`config.mk`:
```
export PLATFORM = sky130hd
export DESIGN_NAME = pcstx_encode
export DESIGN_NICKNAME = d
export VERILOG_FILES = /design/src/hw/pcstx_pkg.sv /design/src/hw/pcstx_scr_if.sv /design/src/hw/pcstx_scrambler.sv /design/src/hw/pcstx_history.sv /design/src/hw/pcstx_encode.sv
export SDC_FILE = /design/constraint.sdc
export NUM_CORES = 1
export LEC_CHECK = 0
export BUFFER_PORTS_ARGS = -buffer_cell sky130_fd_sc_hd__buf_2
export CAP_MARGIN = 10
export CORE_ASPECT_RATIO = 0.8
export CORE_UTILIZATION = 53
export CTS_CLUSTER_DIAMETER = 100
export DETAILED_ROUTE_END_ITERATION = 10
export PLACE_DENSITY = 0.89
export SLEW_MARGIN = 40
export SYNTH_ARGS = -nofsm -noshare
export SYNTH_HDL_FRONTEND = slang
export SYNTH_SLANG_ARGS = --single-unit
```
`constraint.sdc`:
```
create_clock -name pclk -period 2.3 [get_ports pclk]
set_input_delay 0.23 -clock pclk [delete_from_list [all_inputs] [get_ports pclk]]
set_output_delay 0.23 -clock pclk [all_outputs]
set_load 0.1 [all_outputs]
```
`src/hw/pcstx_pkg.sv`:
```
// constants and types shared by the transmit scramble and encode block
package pcstx_pkg;

  // ==========================================================
  // register map
  localparam logic [11:0] PCSTX_CTRL_OFFSET = 12'h000;
  localparam logic [11:0] PCSTX_STATUS_OFFSET = 12'h004;
  localparam logic [11:0] PCSTX_SCR_LO_OFFSET = 12'h008;
  localparam logic [11:0] PCSTX_SCR_HI_OFFSET = 12'h00C;

  // ==========================================================
  // control field positions
  localparam int PCSTX_CTRL_MASTER_BIT = 0;
  localparam int PCSTX_CTRL_MODE_LSB = 1;
  localparam int PCSTX_CTRL_RCVR_OK_BIT = 3;
  localparam int PCSTX_CTRL_RESET_BIT = 4;
  localparam logic [4:0] PCSTX_CTRL_RESET_VALUE = 5'h11;

  // ==========================================================
  // status field positions
  localparam int PCSTX_STAT_TRELLIS_LSB = 9;
  localparam int PCSTX_STAT_ODD_BIT = 12;
  localparam int PCSTX_STAT_WINDOW_BIT = 13;

  // ==========================================================
  // scrambler
  localparam int PCSTX_SCR_WIDTH = 33;
  localparam int PCSTX_TAP_MASTER = 13;
  localparam int PCSTX_TAP_SLAVE = 20;
  localparam logic [32:0] PCSTX_SCR_SEED = 33'h0_0000_0001;
  localparam logic [7:0] PCSTX_CEXT_CODE = 8'h0F;

  typedef enum logic [1:0] {
    pcstx_send_n,
    pcstx_send_i,
    pcstx_send_z
  } pcstx_mode_type;

endpackage

```
`src/hw/pcstx_scr_if.sv`:
```
// scrambler state and derived pseudorandom words passed between modules
`timescale 1ns/10ps
interface pcstx_scr_if;
  logic [32:0] state;
  logic [3:0] word_a;
  logic [3:0] word_b;
  logic [3:0] word_c;
  modport source (output state, output word_a, output word_b, output word_c);
  modport sink (input state, input word_a, input word_b, input word_c);
endinterface

```
`src/hw/pcstx_scrambler.sv`:
```
// side-stream scrambler with derived word generation
`timescale 1ns/10ps
module pcstx_scrambler
  import pcstx_pkg::*;
(
  input wire logic pclk,
  input wire logic presetn,
  input wire logic ce,
  input wire logic pcs_reset,
  input wire logic master,
  pcstx_scr_if.source scr
);
  logic [32:0] state;
  logic [32:0] next_state;
  logic fb;

  // ==========================================================
  // shift register
  always_comb begin
    if (master) begin
      fb = state[PCSTX_TAP_MASTER-1] ^ state[PCSTX_SCR_WIDTH-1];
    end else begin
      fb = state[PCSTX_TAP_SLAVE-1] ^ state[PCSTX_SCR_WIDTH-1];
    end
    if (pcs_reset) begin
      next_state = PCSTX_SCR_SEED;
    end else begin
      next_state = {state[31:0], fb};
    end
  end

  always_ff @(posedge pclk or negedge presetn) begin
    if (!presetn) begin
      state <= PCSTX_SCR_SEED;
    end else if (ce) begin
      state <= next_state;
    end
  end

  // ==========================================================
  // derived words, same taps for both configurations
  always_comb begin
    scr.state = state;
    scr.word_b[0] = state[0];
    scr.word_b[1] = state[3] ^ state[8];
    scr.word_b[2] = state[6] ^ state[16];
    scr.word_b[3] = state[9] ^ state[14] ^ state[19] ^ state[24];
    scr.word_a[0] = state[4] ^ state[6];
    scr.word_a[1] = state[7] ^ state[9] ^ state[12] ^ state[14];
    scr.word_a[2] = state[10] ^ state[12] ^ state[20] ^ state[22];
    scr.word_a[3] = state[13] ^ state[15] ^ state[18] ^ state[20]
                  ^ state[23] ^ state[25] ^ state[28] ^ state[30];
    scr.word_c[0] = state[1] ^ state[5];
    scr.word_c[1] = state[4] ^ state[8] ^ state[9] ^ state[13];
    scr.word_c[2] = state[7] ^ state[11] ^ state[17] ^ state[21];
    scr.word_c[3] = state[10] ^ state[14] ^ state[15] ^ state[19]
                  ^ state[20] ^ state[24] ^ state[25] ^ state[29];
  end
endmodule

```
`src/hw/pcstx_history.sv`:
```
// data window history, symbol parity and previous word b
`timescale 1ns/10ps
module pcstx_history
  import pcstx_pkg::*;
(
  input wire logic pclk,
  input wire logic presetn,
  input wire logic ce,
  input wire logic pcs_reset,
  input wire logic tx_enable,
  input wire logic [3:1] word_b,
  output logic enable_d1,
  output logic enable_d2,
  output logic odd,
  output logic [3:1] prev_b
);
  logic next_enable_d1;
  logic next_enable_d2;
  logic next_odd;
  logic [3:1] next_prev_b;

  always_comb begin
    if (pcs_reset) begin
      next_enable_d1 = 1'b0;
      next_enable_d2 = 1'b0;
      next_odd = 1'b0;
      next_prev_b = 3'h0;
    end else begin
      next_enable_d1 = tx_enable;
      next_enable_d2 = enable_d1;
      next_odd = ~odd;
      next_prev_b = word_b;
    end
  end

  always_ff @(posedge pclk or negedge presetn) begin
    if (!presetn) begin
      enable_d1 <= 1'b0;
      enable_d2 <= 1'b0;
      odd <= 1'b0;
      prev_b <= 3'h0;
    end else if (ce) begin
      enable_d1 <= next_enable_d1;
      enable_d2 <= next_enable_d2;
      odd <= next_odd;
      prev_b <= next_prev_b;
    end
  end
endmodule

```
`src/hw/pcstx_encode.sv`:
```
// transmit whitening and convolutional encoding with apb control
//
// The APB slave port and the address map were decided locally.
`timescale 1ns/10ps

module pcstx_encode (
  input wire logic pclk,
  input wire logic presetn,
  input wire logic ce,
  input wire logic tx_enable,
  input wire logic tx_error,
  input wire logic [7:0] txd,
  input wire logic psel,
  input wire logic penable,
  input wire logic pwrite,
  input wire logic [11:0] paddr,
  input wire logic [31:0] pwdata,
  output logic [31:0] prdata,
  output logic pready,
  output logic pslverr,
  output logic [8:0] encoder_output_word,
  output logic [3:0] derived_word_c,
  output logic csreset
);
  import pcstx_pkg::*;

  // ==========================================================
  // declarations
  pcstx_scr_if scr_bus ();
  logic [4:0] ctrl;
  logic [4:0] next_ctrl;
  logic [31:0] next_prdata;
  logic next_pready;
  logic next_pslverr;
  logic access;
  logic pcs_reset;
  logic master;
  logic rcvr_ok;
  pcstx_mode_type tx_mode;
  logic enable_d1;
  logic enable_d2;
  logic odd;
  logic [3:1] prev_b;
  logic [7:0] whitening_word;
  logic flush;
  logic cext;
  logic cext_err;
  logic [8:0] enc_word;
  logic [2:0] trellis;
  logic [2:0] next_trellis;
  logic [8:0] next_out;
  logic [3:0] next_word_c;
  logic next_csreset;

  assign master = ctrl[PCSTX_CTRL_MASTER_BIT];
  assign rcvr_ok = ctrl[PCSTX_CTRL_RCVR_OK_BIT];
  assign pcs_reset = ctrl[PCSTX_CTRL_RESET_BIT];
  assign tx_mode = pcstx_mode_type'(ctrl[PCSTX_CTRL_MODE_LSB +: 2]);

  // ==========================================================
  // submodules
  pcstx_scrambler u_scrambler (
    .pclk(pclk),
    .presetn(presetn),
    .ce(ce),
    .pcs_reset(pcs_reset),
    .master(master),
    .scr(scr_bus.source)
  );

  pcstx_history u_history (
    .pclk(pclk),
    .presetn(presetn),
    .ce(ce),
    .pcs_reset(pcs_reset),
    .tx_enable(tx_enable),
    .word_b(scr_bus.word_b[3:1]),
    .enable_d1(enable_d1),
    .enable_d2(enable_d2),
    .odd(odd),
    .prev_b(prev_b)
  );

  // ==========================================================
  // apb slave, one wait state
  // pready is registered so every output stays a flop; costs one cycle
  assign access = psel & penable & ~pready;

  always_comb begin
    next_ctrl = ctrl;
    next_prdata = 32'h0000_0000;
    next_pready = access;
    next_pslverr = 1'b0;
    if (access) begin
      case (paddr)
        PCSTX_CTRL_OFFSET: begin
          if (pwrite) begin
            next_ctrl = pwdata[4:0];
          end
          next_prdata = {27'h000_0000, ctrl};
        end
        PCSTX_STATUS_OFFSET: begin
          next_prdata = {18'h0_0000, enable_d2, odd, trellis, encoder_output_word};
        end
        PCSTX_SCR_LO_OFFSET: begin
          next_prdata = scr_bus.state[31:0];
        end
        PCSTX_SCR_HI_OFFSET: begin
          next_prdata = {31'h0000_0000, scr_bus.state[32]};
        end
        default: begin
          next_pslverr = 1'b1;
        end
      endcase
    end
  end

  always_ff @(posedge pclk or negedge presetn) begin
    if (!presetn) begin
      ctrl <= PCSTX_CTRL_RESET_VALUE;
      prdata <= 32'h0000_0000;
      pready <= 1'b0;
      pslverr <= 1'b0;
    end else if (ce) begin
      ctrl <= next_ctrl;
      prdata <= next_prdata;
      pready <= next_pready;
      pslverr <= next_pslverr;
    end
  end

  // ==========================================================
  // whitening word
  always_comb begin
    if (enable_d2) begin
      whitening_word[7:4] = scr_bus.word_a;
    end else begin
      whitening_word[7:4] = 4'h0;
    end
    if (tx_mode == pcstx_send_z) begin
      whitening_word[3:1] = 3'h0;
      whitening_word[0] = 1'b0;
    end else begin
      whitening_word[0] = scr_bus.word_b[0];
      if (!odd) begin
        whitening_word[3:1] = scr_bus.word_b[3:1];
      end else begin
        whitening_word[3:1] = ~prev_b;
      end
    end
  end

  // ==========================================================
  // encoder output word
  always_comb begin
    flush = enable_d2 & ~tx_enable;
    cext = 1'b0;
    cext_err = 1'b0;
    if (!tx_enable) begin
      if (txd == PCSTX_CEXT_CODE) begin
        cext = tx_error;
      end else begin
        cext_err = tx_error;
      end
    end
    if (enable_d2 && !flush) begin
      enc_word[7:6] = whitening_word[7:6] ^ txd[7:6];
    end else if (flush) begin
      enc_word[7:6] = trellis[1:0];
    end else begin
      enc_word[7:6] = whitening_word[7:6];
    end
    if (enable_d2) begin
      enc_word[5:3] = whitening_word[5:3] ^ txd[5:3];
      enc_word[2] = whitening_word[2] ^ txd[2];
      enc_word[1] = whitening_word[1] ^ txd[1];
      enc_word[0] = whitening_word[0] ^ txd[0];
    end else begin
      enc_word[5:3] = whitening_word[5:3];
      enc_word[2] = whitening_word[2] ^ rcvr_ok;
      enc_word[1] = whitening_word[1] ^ cext_err;
      enc_word[0] = whitening_word[0] ^ cext;
    end
    // trellis bit 0 of this symbol is the previous bit 2
    next_trellis[0] = trellis[2];
    enc_word[8] = next_trellis[0];
    if (enable_d2) begin
      next_trellis[1] = enc_word[6] ^ trellis[0];
      next_trellis[2] = enc_word[7] ^ trellis[1];
    end else begin
      next_trellis[2:1] = 2'h0;
    end
  end

  // ==========================================================
  // output stage and trellis register
  always_comb begin
    if (pcs_reset) begin
      next_out = 9'h000;
      next_word_c = 4'h0;
      next_csreset = 1'b0;
    end else begin
      next_out = enc_word;
      next_word_c = scr_bus.word_c;
      next_csreset = flush;
    end
  end

  always_ff @(posedge pclk or negedge presetn) begin
    if (!presetn) begin
      trellis <= 3'h0;
      encoder_output_word <= 9'h000;
      derived_word_c <= 4'h0;
      csreset <= 1'b0;
    end else if (ce) begin
      if (pcs_reset) begin
        trellis <= 3'h0;
      end else begin
        trellis <= next_trellis;
      end
      encoder_output_word <= next_out;
      derived_word_c <= next_word_c;
      csreset <= next_csreset;
    end
  end
endmodule

```
# After elaboration in Yosys (flattened, before gate mapping)
# Index checks and enable logic that the tools add are counted.
totals:
  register_bits: 95
  in_bits: 60
  elab_cells: 100
op_classes:
  eq_ne: 5
  muxes: 25
  n_bitwise: 52
  n_reduce_logical: 5
ops:
  columns: ["cell", "count"]
  rows:
  - ["32-bit one-hot mux with 4 select lines", 1]
  - ["1-bit bitwise XOR", 43]
  - ["33-bit 2-to-1 mux", 1]
  - ["32-bit 2-to-1 mux", 1]
  - ["12-bit by 4-bit == test with 1-bit output (second input constant)", 2]
  - ["12-bit by 3-bit == test with 1-bit output (second input constant)", 1]
  - ["12-bit logical NOT", 1]
  - ["4-bit 2-to-1 mux", 3]
  - ["1-bit 2-to-1 mux", 11]
  - ["3-bit 2-to-1 mux", 3]
  - ["9-bit 2-to-1 mux", 1]
  - ["8-bit by 4-bit == test with 1-bit output (second input constant)", 1]
  - ["2-bit 2-to-1 mux", 3]
  - ["6-bit 2-to-1 mux", 1]
  - ["4-bit AND reduction", 1]
  - ["4-bit OR reduction", 1]
  - ["1-bit AND", 3]
  - ["1-bit NOT", 3]
  - ["3-bit NOT", 1]
  - ["3-bit bitwise XOR", 1]
  - ["2-bit == test (second input constant)", 1]
  - ["2-bit bitwise XOR", 1]
  - ["1-bit logical AND", 1]
  - ["1-bit logical NOT", 1]

# Longest topological paths before layout
logic_depth:
  depth_word: 13
  depth_mapped: 6
  depth_no_buf: 4

# Cells and area by module
# A second synthesis with hierarchy kept.
hier_totals:
  hier_cells: 367
  hier_area_um2: 4440.5
modules_own_cells:
  columns: ["module", "instances", "cells_each", "area_per_inst_um2"]
  rows:
  - ["pcstx_encode", 1, 202, 2518.7]
  - ["pcstx_scrambler", 1, 141, 1664.1]
  - ["pcstx_history", 1, 24, 257.7]

# Worst setup path after synthesis
# No wires, ideal clock.
synth_path:
  path_kind: "register to register"
  startpoint: "register pready"
  endpoint: "register ctrl[1]"
  setup_ns: 0.125
  arrival_time_ns: 2.266
  required_ns: 2.175
  slack_ns: -0.091
  stages_incl_launch_ff: 6
  synth_period_minus_slack_ns: 2.391
  path_cell_list: "dfrtp_1 -> nand4b_1 -> nand4b_4 -> or4b_4 -> buf_6 -> mux2_4"
synth_between:
  elab_chain_cells: 3
synth_lines:
  columns: ["item", "line", "rtl"]
  rows:
  - ["start, declared", "pcstx_encode.sv:19", "output logic pready,"]
  - ["start signal, assigned", "pcstx_encode.sv:127", "pready <= next_pready;"]
  - ["1-bit NOT", "pcstx_encode.sv:87", "assign access = psel & penable & ~pready;"]
  - ["1-bit AND", "pcstx_encode.sv:87", null]
  - ["4-bit AND reduction (no line)", null, null]
  - ["end signal, assigned", "pcstx_encode.sv:125", "ctrl <= next_ctrl;"]
  - ["end, declared", "pcstx_encode.sv:30", "logic [4:0] ctrl;"]
# No other way between the ends.
# A chain may end at the register's enable or synchronous reset.

# Worst setup path after layout
layout_path:
  startpoint: "register pready"
  endpoint: "register ctrl[2]"
# Same word-level chain as after synthesis.

==> impl_metrics.yaml <==
global_routing:
  gr-total-overflow: 0
  grt_use_met2: 0.364
  use_met3: 0.0690
  use_met1: 0.376
  grt_max_degree: 83
  antenna_found_initial: 0
  grt_pass1_vias: 3194
  top_usage_layer: "met1"
  track_usage: 0.251
  grt_pass1_wl_um: 16300
clock_tree:
  clock_latency_ns: 0.37
  htree_levels: 3
  cts.sinks: 94
  cts-root-buf: "clkbuf_8"
  cts_tree: "done"
  cts_buffer_depth: 2
  path_clk_slew_ns: 0.10
  cts_setup_buffers: 0
  cts_buffers: 9
sta:
  fmax_mhz: 528
  setup_viol: 0
  final.min_clock_period_ns: 1.89
  min_period_over_period: 0.823
  totalNegativeSetupSlack_ns: 0
  clock_skew_ns: 0.0128
  tightest_slew_ns: 0.825
  rsz0062_at_grt: "false"
  postLayoutSetupSlackWorst_ns: 0.407
  fin_worst_hold_slack_ns: 0.0888
  hold_violations: 0
  slew_headroom: 0.450
  final_max_slew_viol_count: 0
critical_path:
  arrival_ns: 2.15
  rr_worst_depth: 4
  r2r_slack_ns: 0.41
  critical_path.endpoint_type: "flip-flop"
  critPathKind: "reg2reg"
  crit_start: "pready"
  cp.depth: 4
  path_max_fanout: 5
  reg2reg_from: "pready"
  cp_top_family: "simple AND/OR/NAND/NOR gates"
  critPathRequiredTime_ns: 2.56
  crit_slowest_cell: "or4b_4"
  path_cells: "nand4b_1 > nand4b_4 > or4b_4 > mux2_4"
  r2r-end: "ctrl[2]"
  crit_end: "ctrl[2]"
  max_stage_delay_ns: 0.60
  start_kind: "flip-flop"
  crit_buf_inv: 0
placement:
  finalWeightedCongestion: 0.812
  place_hpwl_um: 6990
  detailedPlace.worstSlack_ns: 0.402
  dp.cells: 539
  port_buffers: 80
layout:
  filler_cell_count: 593
  synthToLayoutAreaGrowth_pct: 16.2
  layout.nets: 503
  drive_gt1_frac: 0.275
  diodes: 0
  layoutNonFillerInstCount: 556
die:
  design.core.area_mm2: 0.00795
  ios: 108
  die_area_mm2: 0.00860
  initial_core_util: 0.549
  die_x_um: 103
  fp.dieH_um: 83.1
  rows: 29
synthesis:
  synthSimpleGateAreaFrac: 0.0955
  synthDistinctLibCells: 43
  synth_compound_area_frac: 0.192
  synth_nets: 431
  synth.avg_cell_area_um2: 11.8
  synth_edf_count: 0
  synthAdderAreaFrac: 0
  synthXorXnorAreaFrac: 0.0832
  synth_top_family_by_area: "compound AO/OA/AOI/OAI gates"
  ys_warn_count: 0
  synth_top_flop_cell: "dfrtp_1"
  syn_area_mm2: 0.00436
  synth.ff_latch_count: 94
  postSynth.asyncResetShare: 1.00
  synth_mux_area_frac: 0.0407
  seq_area_frac_synth: 0.540
  synthesis.instances: 371
status:
  run_status: "complete, no violations"
pwr:
  sw_frac_of_total: 0.394
  vdd_drop_max_uv: 524
  clockPowerShare: 0.235
  seqPwrFrac: 0.442
  p_switching_mw: 1.88
  internal-power_mw: 2.90
  p_comb_frac: 0.323
  leakagePower_nw: 2.44
  power.density_mw_per_mm2: 944
route:
  drtAntennaViolNets: 0
  firstDrtPassIters: 5
  drc: 0
  drt_iter0_drc: 239
  avgRoutedWirePerCell_um: 17.9
  vias: 3276
  vias_per_cell: 5.89
  drt-total-wl_um: 9940
job:
  maxCapViolations: 0
worst_hold_path:
  hold_class: "in2reg"
synthesized netlist by cell type, drive strengths merged (2+ instances only):
cell type | count | area (um^2)
a21oi | 6 | 30.0
xnor2 | 20 | 175
inv | 23 | 86.3
nand3b | 18 | 135
a22oi | 9 | 67.6
nand2b | 2 | 12.5
dfrtp | 91 | 2280
nand4b | 3 | 41.3
a22o | 25 | 219
nor2b | 2 | 12.5
nand2 | 22 | 82.6
o21ai | 19 | 95.1
a21o | 2 | 15.0
o2bb2ai | 22 | 193
mux2 | 5 | 75.1
xnor3 | 3 | 67.6
a32o | 2 | 20.0
o31ai | 17 | 128
dfstp | 3 | 78.8
xor2 | 11 | 96.3
nor4 | 2 | 42.5
o221ai | 2 | 17.5
nand3 | 3 | 15.0
mux2i | 8 | 80.1
nor2 | 7 | 26.3
buf | 5 | 32.5
clkbuf | 25 | 93.8
o211ai | 3 | 22.5
cell usage in the layout (no fill, tap or decap), drive strengths merged, types with 3 or more instances in the layout:
master and count:
xnor3 3, inv 25, a22o 25, clkbuf 10, nand3b 18, nand3 3, mux2i 8, buf 90
xnor2 20, mux2 5, dfstp 3, nand4b 3, o211ai 3, dfrtp 91, nor2 7, xor2 11
nand2 22, a22oi 9, o31ai 17, o21ai 19, a21oi 6, o2bb2ai 22
flip-flops by register name, indices dropped and copies added (netlist names), 3 cells and up:
name                   count
ctrl                       5
trellis                    3
prdata                    32
encoder_output_word        8
u_history.prev_b           3
u_scrambler.scr.state     33
derived_word_c             4
worst reg2reg max path, cell delays in order, from the launching register on:
cell and delay, ns:
dfrtp_2 0.42, nand4b_1 0.22, nand4b_4 0.21, or4b_4 0.60, mux2_4 0.32
through the flow:
| step | util | power [mW] | instance area, um^2 |
|---|---|---|---|
| final | 0.638 | 4.78 | 5070 |
| after global routing | 0.638 | 4.99 | 5070 |
| after CTS | 0.638 | 4.80 | 5070 |
| after detailed placement | 0.610 | 3.68 | 4850 |
| after global placement | 0.610 | 3.62 | 4850 |
| after floorplan | - | 3.33 | 4360 |
repair_timing:
item	4_1_cts	5_1_grt
hold endpoints to repair	41	0
gates resized for setup	0	0
hold buffers	1	0
kinds of logic after synthesis:
kind of cell | count (synthesis)
flops | 94
buf+inv | 53
compound gates | 111
mux | 14
simple gates | 64
xor+xnor | 35
worst min-delay path by stage:
stage	from	endpoint	slack, ns	cells after the start
2_1_floorplan	presetn	csreset	-0.07	0
3_3_place_gp	presetn	prdata[27]	0.25	1
3_5_place_dp	presetn	prdata[27]	0.25	1
4_1_cts	pwdata[0]	ctrl[0]	0.08	2
5_1_grt	pwdata[0]	ctrl[0]	0.08	2
6_report	pwdata[0]	ctrl[0]	0.09	2
power groups by stage:
stage	Sequential (mW)	Clock, mW	Combinational (mW)
CTS	2.11	1.15	1.54
detailed placement	2.14	0	1.53
finish	2.11	1.12	1.54
global route	2.14	1.21	1.65
floorplan	2.60	0	0.722
global placement	2.13	0	1.49
metal layers:
metal	routed length, um	part of all wire
met1	4600	0.46
met3	747	0.075
met2	4460	0.45
met5	0	0
met4	131	0.013
cell type report:
type / instances / area, um^2 / share of cell area
repair buffers: 91 / 488 / 0.0963
well taps: 108 / 135 / 0.0267
clock buffers: 10 / 138 / 0.0272
inverters: 23 / 86.3 / 0.0170
multi-input cells: 224 / 1790 / 0.354
flip-flops and latches: 94 / 2360 / 0.465
clock inverters: 6 / 68.8 / 0.0136
Note: power is estimated with default switching activity, not from simulation.
